--- src/verilog/smac_pkg.sv ---
// constants for the management memory access control block
package smac_pkg;
  // --------------------------------------------------------------
  // configuration offsets and reset values
  // --------------------------------------------------------------
  localparam logic [7:0] SMAC_OFS_MGMT_CTL = 8'h9d;
  localparam logic [7:0] SMAC_OFS_EXT_CTL  = 8'h9e;
  localparam logic [7:0] SMAC_RST_MGMT_CTL = 8'h02;
  localparam logic [7:0] SMAC_RST_EXT_CTL  = 8'h38;
  // --------------------------------------------------------------
  // field positions
  // --------------------------------------------------------------
  localparam int SMAC_B_OPEN   = 6;
  localparam int SMAC_B_CLOSED = 5;
  localparam int SMAC_B_LOCK   = 4;
  localparam int SMAC_B_GEN    = 3;
  localparam int SMAC_B_HEN    = 7;
  localparam int SMAC_B_ERR    = 6;
  localparam int SMAC_B_TEN    = 0;
  localparam logic [2:0] SMAC_COMPAT_SEG = 3'h2;
  localparam logic [2:0] SMAC_EXT_RO_ONE = 3'h7;
  localparam logic [1:0] SMAC_TSZ_512K   = 2'h2;
  localparam logic [1:0] SMAC_TSZ_1M     = 2'h3;
  // --------------------------------------------------------------
  // address map
  // --------------------------------------------------------------
  localparam logic [31:0] SMAC_COMPAT_LO = 32'h000a0000;
  localparam logic [31:0] SMAC_COMPAT_HI = 32'h000c0000;
  localparam logic [31:0] SMAC_HIGH_LO   = 32'hfeda0000;
  localparam logic [31:0] SMAC_HIGH_HI   = 32'hfedc0000;
  localparam logic [31:0] SMAC_ONE_MB    = 32'h00100000;
  localparam logic [31:0] SMAC_HALF_MB   = 32'h00080000;
  localparam logic [31:0] SMAC_DRAM_CAP  = 32'h10000000;
  localparam int          SMAC_REMAP_W   = 20;
endpackage

--- src/verilog/smac_decode.sv ---
// address window decode for the management memory block
`timescale 1ns/1ps
module smac_decode
  import smac_pkg::*;
(
  // access address and memory limit
  input  wire logic [31:0] i_addr,
  input  wire logic [31:0] i_tom_eff,
  input  wire logic [1:0]  i_tseg_size,
  // window hits
  output logic             o_compat_hit,
  output logic             o_high_hit,
  output logic             o_tseg_hit,
  output logic             o_tseg_size_ok,
  output logic             o_below_tom
);
  // --------------------------------------------------------------
  // range check
  // --------------------------------------------------------------
  function automatic logic in_range(input logic [31:0] a,
                                    input logic [31:0] lo,
                                    input logic [31:0] hi);
    in_range = (a >= lo) && (a < hi);
  endfunction

  wire logic [31:0] tseg_len;
  wire logic [31:0] tseg_base;

  assign o_tseg_size_ok = (i_tseg_size == SMAC_TSZ_512K) ||
                          (i_tseg_size == SMAC_TSZ_1M);
  assign tseg_len  = (i_tseg_size == SMAC_TSZ_1M) ? SMAC_ONE_MB
                                                   : SMAC_HALF_MB;
  // a memory limit below the segment size would wrap; clamp to zero
  assign tseg_base = (i_tom_eff > tseg_len) ? (i_tom_eff - tseg_len)
                                            : 32'h00000000;
  assign o_compat_hit = in_range(i_addr, SMAC_COMPAT_LO,
                                 SMAC_COMPAT_HI);
  assign o_high_hit   = in_range(i_addr, SMAC_HIGH_LO,
                                 SMAC_HIGH_HI);
  assign o_tseg_hit   = in_range(i_addr, tseg_base, i_tom_eff);
  assign o_below_tom  = i_addr < i_tom_eff;
endmodule

--- src/verilog/smac_top.sv ---
// management memory access control: registers, routing, flags
`timescale 1ns/1ps
module smac_top
  import smac_pkg::*;
(
  // clock and reset
  input  wire logic        i_core_clk,
  input  wire logic        i_rst,
  // configuration space access
  input  wire logic        i_cfg_wr,
  input  wire logic        i_cfg_rd,
  input  wire logic [7:0]  i_cfg_addr,
  input  wire logic [7:0]  i_cfg_wdata,
  output logic [7:0]       o_cfg_rdata,
  // memory limit from the dram map
  input  wire logic [31:0] i_top_of_memory,
  // host memory cycle
  input  wire logic        i_host_address_strobe,
  input  wire logic [31:0] i_host_addr,
  input  wire logic        i_host_mgmt_mode,
  input  wire logic        i_host_code_ref,
  // routing answer
  output logic             o_resp_valid,
  output logic             o_to_dram,
  output logic             o_to_hub,
  output logic [31:0]      o_dram_addr,
  output logic             o_cacheable
);
  // --------------------------------------------------------------
  // control registers
  // --------------------------------------------------------------
  logic       open_r;
  logic       closed_r;
  logic       lock_r;
  logic       gen_r;
  logic       hen_r;
  logic       err_r;
  logic [1:0] tsz_r;
  logic       ten_r;
  logic [7:0] rdata_r;
  logic       rvalid_r;
  logic       to_dram_r;
  logic       to_hub_r;
  logic [31:0] dram_addr_r;
  logic       cache_r;

  wire logic wr_mgmt;
  wire logic wr_ext;
  wire logic rd_mgmt;
  wire logic rd_ext;
  wire logic open_nxt;
  wire logic closed_nxt;
  wire logic lock_nxt;
  wire logic gen_nxt;
  wire logic hen_nxt;
  wire logic err_nxt;
  wire logic [1:0] tsz_nxt;
  wire logic ten_nxt;
  wire logic [7:0] mgmt_val;
  wire logic [7:0] ext_val;
  wire logic [7:0] rdata_nxt;

  assign wr_mgmt = i_cfg_wr && (i_cfg_addr == SMAC_OFS_MGMT_CTL);
  assign wr_ext  = i_cfg_wr && (i_cfg_addr == SMAC_OFS_EXT_CTL);
  assign rd_mgmt = i_cfg_rd && (i_cfg_addr == SMAC_OFS_MGMT_CTL);
  assign rd_ext  = i_cfg_rd && (i_cfg_addr == SMAC_OFS_EXT_CTL);

  // lock only ever accumulates; no write path can drop it
  assign lock_nxt = lock_r | (wr_mgmt & i_cfg_wdata[SMAC_B_LOCK]);
  // setting lock in the same write forces open low; software is
  // expected to have cleared open first anyway
  assign open_nxt = lock_nxt ? 1'b0 :
                    wr_mgmt ? i_cfg_wdata[SMAC_B_OPEN] : open_r;
  assign closed_nxt = wr_mgmt ? i_cfg_wdata[SMAC_B_CLOSED]
                              : closed_r;
  assign gen_nxt = (wr_mgmt && !lock_r) ? i_cfg_wdata[SMAC_B_GEN]
                                        : gen_r;
  assign hen_nxt = (wr_ext && !lock_r) ? i_cfg_wdata[SMAC_B_HEN]
                                       : hen_r;
  assign tsz_nxt = (wr_ext && !lock_r) ? i_cfg_wdata[2:1] : tsz_r;
  assign ten_nxt = (wr_ext && !lock_r) ? i_cfg_wdata[SMAC_B_TEN]
                                       : ten_r;

  // --------------------------------------------------------------
  // access routing
  // --------------------------------------------------------------
  wire logic        ext_in_use;
  wire logic [31:0] tom_eff;
  wire logic        compat_hit;
  wire logic        high_hit;
  wire logic        tseg_hit;
  wire logic        tseg_size_ok;
  wire logic        below_tom;
  wire logic        open_eff;
  wire logic        closed_eff;
  wire logic        high_act;
  wire logic        tseg_act;
  wire logic        compat_ok;
  wire logic        ext_ok;
  wire logic        violation;
  wire logic        route_dram;
  wire logic [31:0] route_addr;
  wire logic        route_cache;

  assign ext_in_use = gen_r && (hen_r || ten_r);
  assign tom_eff = (ext_in_use && i_top_of_memory > SMAC_DRAM_CAP)
                   ? SMAC_DRAM_CAP : i_top_of_memory;

  smac_decode u_decode (
    .i_addr         (i_host_addr),
    .i_tom_eff      (tom_eff),
    .i_tseg_size    (tsz_r),
    .o_compat_hit   (compat_hit),
    .o_high_hit     (high_hit),
    .o_tseg_hit     (tseg_hit),
    .o_tseg_size_ok (tseg_size_ok),
    .o_below_tom    (below_tom)
  );

  // open/closed count for nothing while the global enable is low
  assign open_eff   = gen_r && open_r && !lock_r;
  assign closed_eff = gen_r && closed_r;
  assign high_act = gen_r && hen_r && high_hit;
  assign tseg_act = gen_r && ten_r && tseg_size_ok && tseg_hit;
  // closed looks at the compatible window alone; mode ref
  assign compat_ok = gen_r && (open_eff ||
                     (i_host_mgmt_mode &&
                      !(closed_eff && !i_host_code_ref)));
  assign ext_ok = i_host_mgmt_mode || open_eff;
  assign violation = i_host_address_strobe && (high_act || tseg_act)
                     && !i_host_mgmt_mode && !open_r;
  // no remap below 1 MB: a refused compatible access is not dram
  assign route_dram = compat_hit ? compat_ok :
                      (high_act || tseg_act) ? ext_ok :
                      below_tom;
  assign route_addr = high_act
    ? {SMAC_COMPAT_LO[31:SMAC_REMAP_W],
       i_host_addr[SMAC_REMAP_W-1:0]}
    : i_host_addr;
  assign route_cache = (high_act || tseg_act) && route_dram;

  // --------------------------------------------------------------
  // error flag and read data
  // --------------------------------------------------------------
  // a new violation in the clearing cycle keeps the flag set
  assign err_nxt = violation ? 1'b1 :
                   (wr_ext && i_cfg_wdata[SMAC_B_ERR]) ? 1'b0 :
                   err_r;
  assign mgmt_val = {1'b0, open_r, closed_r, lock_r, gen_r,
                     SMAC_COMPAT_SEG};
  assign ext_val = {hen_r, err_r, SMAC_EXT_RO_ONE, tsz_r,
                    ten_r};
  assign rdata_nxt = rd_mgmt ? mgmt_val :
                     rd_ext  ? ext_val  :
                     i_cfg_rd ? 8'h00 : rdata_r;

  // --------------------------------------------------------------
  // flops
  // --------------------------------------------------------------
  always_ff @(posedge i_core_clk or posedge i_rst) begin
    if (i_rst) begin
      open_r   <= SMAC_RST_MGMT_CTL[SMAC_B_OPEN];
      closed_r <= SMAC_RST_MGMT_CTL[SMAC_B_CLOSED];
      lock_r   <= SMAC_RST_MGMT_CTL[SMAC_B_LOCK];
      gen_r    <= SMAC_RST_MGMT_CTL[SMAC_B_GEN];
    end else begin
      open_r   <= open_nxt;
      closed_r <= closed_nxt;
      lock_r   <= lock_nxt;
      gen_r    <= gen_nxt;
    end
  end

  always_ff @(posedge i_core_clk or posedge i_rst) begin
    if (i_rst) begin
      hen_r <= SMAC_RST_EXT_CTL[SMAC_B_HEN];
      err_r <= SMAC_RST_EXT_CTL[SMAC_B_ERR];
      tsz_r <= SMAC_RST_EXT_CTL[2:1];
      ten_r <= SMAC_RST_EXT_CTL[SMAC_B_TEN];
    end else begin
      hen_r <= hen_nxt;
      err_r <= err_nxt;
      tsz_r <= tsz_nxt;
      ten_r <= ten_nxt;
    end
  end

  always_ff @(posedge i_core_clk or posedge i_rst) begin
    if (i_rst) begin
      rdata_r <= 8'h00;
    end else begin
      rdata_r <= rdata_nxt;
    end
  end

  // routing answer one cycle after the strobe
  always_ff @(posedge i_core_clk or posedge i_rst) begin
    if (i_rst) begin
      rvalid_r    <= 1'b0;
      to_dram_r   <= 1'b0;
      to_hub_r    <= 1'b0;
      dram_addr_r <= 32'h00000000;
      cache_r     <= 1'b0;
    end else begin
      rvalid_r    <= i_host_address_strobe;
      to_dram_r   <= i_host_address_strobe && route_dram;
      to_hub_r    <= i_host_address_strobe && !route_dram;
      dram_addr_r <= i_host_address_strobe ? route_addr : dram_addr_r;
      cache_r     <= i_host_address_strobe && route_cache;
    end
  end

  assign o_cfg_rdata  = rdata_r;
  assign o_resp_valid = rvalid_r;
  assign o_to_dram    = to_dram_r;
  assign o_to_hub     = to_hub_r;
  assign o_dram_addr  = dram_addr_r;
  assign o_cacheable  = cache_r;
endmodule
--- config.mk ---
export PLATFORM = sky130hd
export DESIGN_NAME = smac_top
export DESIGN_NICKNAME = d
export VERILOG_FILES = /design/src/verilog/smac_pkg.sv /design/src/verilog/smac_decode.sv /design/src/verilog/smac_top.sv
export SDC_FILE = /design/constraint.sdc
export NUM_CORES = 1
export LEC_CHECK = 0
export BUFFER_PORTS_ARGS = -buffer_cell sky130_fd_sc_hd__buf_2
export CAP_MARGIN = 20
export CORE_UTILIZATION = 50
export DETAILED_ROUTE_END_ITERATION = 7
export HOLD_SLACK_MARGIN = 0.15
export PLACE_DENSITY = 0.78
export SLEW_MARGIN = 5
export SYNTH_ARGS = -nofsm -noshare
export SYNTH_HDL_FRONTEND = slang
export SYNTH_SLANG_ARGS = --single-unit
--- constraint.sdc ---
create_clock -name i_core_clk -period 10.3 [get_ports i_core_clk]
set_input_delay 3.09 -clock i_core_clk [delete_from_list [all_inputs] [get_ports i_core_clk]]
set_output_delay 3.09 -clock i_core_clk [all_outputs]
set_load 0.05 [all_outputs]
==> run summary <==
The initial DRC count came out at 135. The critical path arrival is 7.58 ns. For this design the total switching power over the nets is 212 uW. The class of the most critical hold timing path is reg2reg. The headroom to the max-slew limit came out at 32.0%. The insertion delay of the later-clocked pin in the worst-skew pair came out at 0.32 ns. The final clock period utilization by the worst path is 71.4%. The total inserted antenna cells is 0. The highest achievable clock rate is 0.136 GHz. Clock-pin slew was measured on the worst setup and hold paths at 0.11 ns.

The final routed DRC violation total is 0. Yosys mapped the design onto 59 distinct sky130hd cell types. The count of cells along the worst hold path came out at 1.

The global-route wire length before repair came out at 18200 um. The worst-case vdd ir drop came out at 0.0000786 V. Among all flip-flop cells after synthesis, the most frequent one is sky130_fd_sc_hd__dfrtp_1. In this run the critical register-to-register path is captured at o_cacheable$_DFF_PP0_. The reported leakage power came out at 2.59 nW. Entering global routing, the biggest net connects 54 pins. The startpoint identified for the worst hold timing path is o_dram_addr[20]$_DFFE_PP0P_. For this run, the register share of the synthesized area comes to 31.5%.

The part of the total power dissipated in sequential elements is 42.0%. The areal power density over the cells is 110 mW/mm^2. The initial antenna violation count is 0. A synthesized cell averages 9.11 um^2. The run finished with clean final reports. STA classifies the critical path endpoint as a flop. Hold is met by 0.494 ns.

The biggest area contributor in the post-synthesis netlist is sky130_fd_sc_hd__dfrtp_1. The wire length per cell after detailed routing came out at 16.0 um. The via count of the first global-routing pass is 3956. The half-perimeter wire length of the detailed placement result came out at 8980 um. The number of iterations in the first detailed-routing pass came out at 4.

The remaining antenna violation count came out at 0. The post-synthesis async set-or-reset flop share came out at 100%. Setup repair after global routing left no endpoint under its margin. The core area is 0.00818 mm^2.

The critical-path maximum fanout is 19. The worst setup skew after layout is 0.00859 ns. The utilization after layout is 61.7%. The number of gates resized after CTS came out at 0. The number of setup buffers added after CTS came out at 0. The layout overhead on the synthesized area came out at 19.9%.

Counting I/O delays and the setup requirement, the final critical path takes 7.35 ns. At the pin with the least slew margin, the transition time is 1.02 ns. The number of cells on the worst reg-to-reg path is 18. The most common cell in the synthesized netlist is sky130_fd_sc_hd__nand2_1. The total detailed-routing wirelength is 11100 um.

The Yosys step of the flow raised 0 warnings. The path with the worst hold slack has its endpoint at o_dram_addr[20]$_DFFE_PP0P_. The routed via count divided by cell count came out at 5.83.

The number of vias after detailed routing came out at 4034. The register with the most flip-flops in the layout has 32 of them. The hold buffer count at cts is 0. The data required time of the worst path came out at 10.53 ns.

The number of failing setup endpoints in the final timing report came out at 0. The share of cells above drive strength 1 is 31.5%. By startpoint and endpoint, the worst setup path is classified as in2reg. The number of placed instances with taps included is 682. The cell area after placement came out at 0.00492 mm^2. The number of synthesized register bits came out at 53. The total global routing overflow came out at 0.

The total clock sinks came out at 53. Summing every instance area after synthesis gives 0.00421 mm^2. The number of buffers added by the clock tree synthesis step is 5.

Of the post-synthesis cell area, the dominant cell type holds 31.5%. The number of violations of the max-capacitance limit is 0. By area the synthesized netlist is led by sky130_fd_sc_hd__dfrtp_1, sky130_fd_sc_hd__ha_1, sky130_fd_sc_hd__mux2_2.

The global-route total usage across every layer came out at 26.2%. The count of non-filler cells in the finished layout is 692. The setup check on the worst reg-to-reg path leaves a slack of 5.45 ns.

The cell at the root of the clock tree is sky130_fd_sc_hd__clkbuf_8. The max-slew violation count came out at 0. The number of nets in the synthesized netlist is 615. In this run the number of H-tree levels came out at 2. In the synthesized netlist, the cells that appear most often are sky130_fd_sc_hd__nand2_1, sky130_fd_sc_hd__ha_1, sky130_fd_sc_hd__dfrtp_1, sky130_fd_sc_hd__a21oi_1, sky130_fd_sc_hd__mux2_2. The net total in the final layout is 739. Yosys mapped a number of flops with a built-in enable equal to 0. TritonCTS built the clock tree.

The internal power came out at 341 uW. Measured along the y axis, the die boundary spans 93.8 um. STA classifies the critical path startpoint as a primary input. The clock network power share is 23.2%. Net switching is 38.3% of the power. The longest clock path from root to sink contains 2 buffers. For this configuration, the core starts out at a cell density of 51.5%. The die outline width came out at 93.8 um. The finished cells cover 0.00504 mm^2. Of the total power, combinational logic draws 34.8%. The count of buffers added on input and output ports is 130. The cell count after synthesis came out at 462. In the final timing run, aggregate negative setup slack is 0 ns.

At the end of routability-driven placement, the weighted congestion stood at 0.984. The number of core rows is 33. The number of placed I/O pins is 131.

The worst register-to-register path begins at gen_r$_DFFE_PP0P_. The die covers 0.00879 mm^2. The total count of hold-check failures in the final report came out at 0.
[per-stage QoR]
stage | setup slack [ns] | power [mW]
2_1_floorplan | 3.36 | 0.365
3_3_place_gp | 2.79 | 0.422
3_5_place_dp | 2.62 | 0.427
4_1_cts | 2.95 | 0.557
5_1_grt | 2.64 | 0.586
6_report | 2.95 | 0.553
[layout by cell type, fill, tap and decap left out, types with 2 or more instances in the layout]
master                      synthesis  routed
sky130_fd_sc_hd__a21o_1             4       4
sky130_fd_sc_hd__xnor2_1            2       2
sky130_fd_sc_hd__nand3_1            9       9
sky130_fd_sc_hd__a221oi_1           2       2
sky130_fd_sc_hd__a31o_2             2       2
sky130_fd_sc_hd__o2bb2ai_1         10      10
sky130_fd_sc_hd__xor2_1             4       4
sky130_fd_sc_hd__ha_1              65      65
sky130_fd_sc_hd__buf_2              2     130
sky130_fd_sc_hd__nand2_1           90      90
sky130_fd_sc_hd__nor3_1             7       7
sky130_fd_sc_hd__o21ai_0           19      19
sky130_fd_sc_hd__or3_1              2       2
sky130_fd_sc_hd__a22oi_1            2       2
sky130_fd_sc_hd__dfrtp_1           53      53
sky130_fd_sc_hd__nor2_1            19      19
sky130_fd_sc_hd__a211oi_1           4       4
sky130_fd_sc_hd__a2111oi_0          2       2
sky130_fd_sc_hd__inv_1             10       9
sky130_fd_sc_hd__nor3b_2            2       2
sky130_fd_sc_hd__or2_2              3       3
sky130_fd_sc_hd__a31oi_1            3       3
sky130_fd_sc_hd__mux2_2            30      30
sky130_fd_sc_hd__nand2b_1           5       5
sky130_fd_sc_hd__nor4_1            11      10
sky130_fd_sc_hd__clkbuf_8           0       5
sky130_fd_sc_hd__and3_1             6       6
sky130_fd_sc_hd__nand4_1           13      13
sky130_fd_sc_hd__a21oi_1           38      38
sky130_fd_sc_hd__a211o_1            3       3
[per-layer routing]
metal	vias to the layer above	routed length, um	GRT usage (%)	share of wire (%)
met5	-	0	0	0
met3	12	691	5.18	6.2
met4	0	128	6.79	1.2
met2	137	5520	47.0	50
met1	1912	4740	31.9	43
li1	1973	-	-	-
[power by group through the flow]
stage	Sequential [mW]	Clock, mW	Combinational (mW)
2_1_floorplan	0.287	0	0.0775
3_3_place_gp	0.236	0	0.187
3_5_place_dp	0.236	0	0.191
4_1_cts	0.233	0.133	0.192
5_1_grt	0.234	0.141	0.211
6_report	0.232	0.128	0.193
[cells by family (layout without fill, tap and decap cells)]
group	after synthesis	after routing	share of synthesized area, %
muxes	30	30	8.03
buffers and inverters	25	150	2.74
DFF	53	53	31.5
AOI/OAI and AO/OA	103	103	15.9
and+or+nand+nor	179	179	20.7
adders and majority gates	66	66	19.8
xor gates and xnor gates	6	6	1.25
[worst max path at each step]
stage                        start                    end  slack [ns]  cells past startpoint
2_1_floorplan  i_top_of_memory[30]  o_cacheable$_DFF_PP0_        3.36                     20
3_3_place_gp   i_top_of_memory[30]  o_cacheable$_DFF_PP0_        2.79                     19
3_5_place_dp   i_top_of_memory[30]  o_cacheable$_DFF_PP0_        2.62                     19
4_1_cts        i_top_of_memory[30]  o_cacheable$_DFF_PP0_        2.95                     19
5_1_grt        i_top_of_memory[30]  o_cacheable$_DFF_PP0_        2.64                     19
6_report       i_top_of_memory[30]  o_cacheable$_DFF_PP0_        2.95                     19
[cell type report]
class                   instances  area (um^2)
fillers                       713         3130
multi-input cells             384         2770
inverters                      10         37.5
repair buffers                132          678
clock buffers                   5         68.8
flip-flops and latches         53         1330
clock inverters                 3         28.8
well taps                     105          131
[worst max-delay path: stages]
cell	delay, ns
sky130_fd_sc_hd__buf_2	0.13
sky130_fd_sc_hd__nor4_1	0.37
sky130_fd_sc_hd__or2_2	0.25
sky130_fd_sc_hd__nand2_1	0.11
sky130_fd_sc_hd__inv_1	0.10
sky130_fd_sc_hd__ha_1	0.25
sky130_fd_sc_hd__a21oi_1	0.60
sky130_fd_sc_hd__a31oi_1	0.08
sky130_fd_sc_hd__or3b_4	0.50
sky130_fd_sc_hd__and2_4	0.24
sky130_fd_sc_hd__nand2_1	0.09
sky130_fd_sc_hd__ha_1	0.24
sky130_fd_sc_hd__a21oi_1	0.13
sky130_fd_sc_hd__o221ai_1	0.12
sky130_fd_sc_hd__a21o_1	0.19
sky130_fd_sc_hd__a2111oi_0	0.46
sky130_fd_sc_hd__a21oi_1	0.16
sky130_fd_sc_hd__a31o_2	0.24
sky130_fd_sc_hd__a211oi_1	0.22
(Power assumes the default switching activity.)
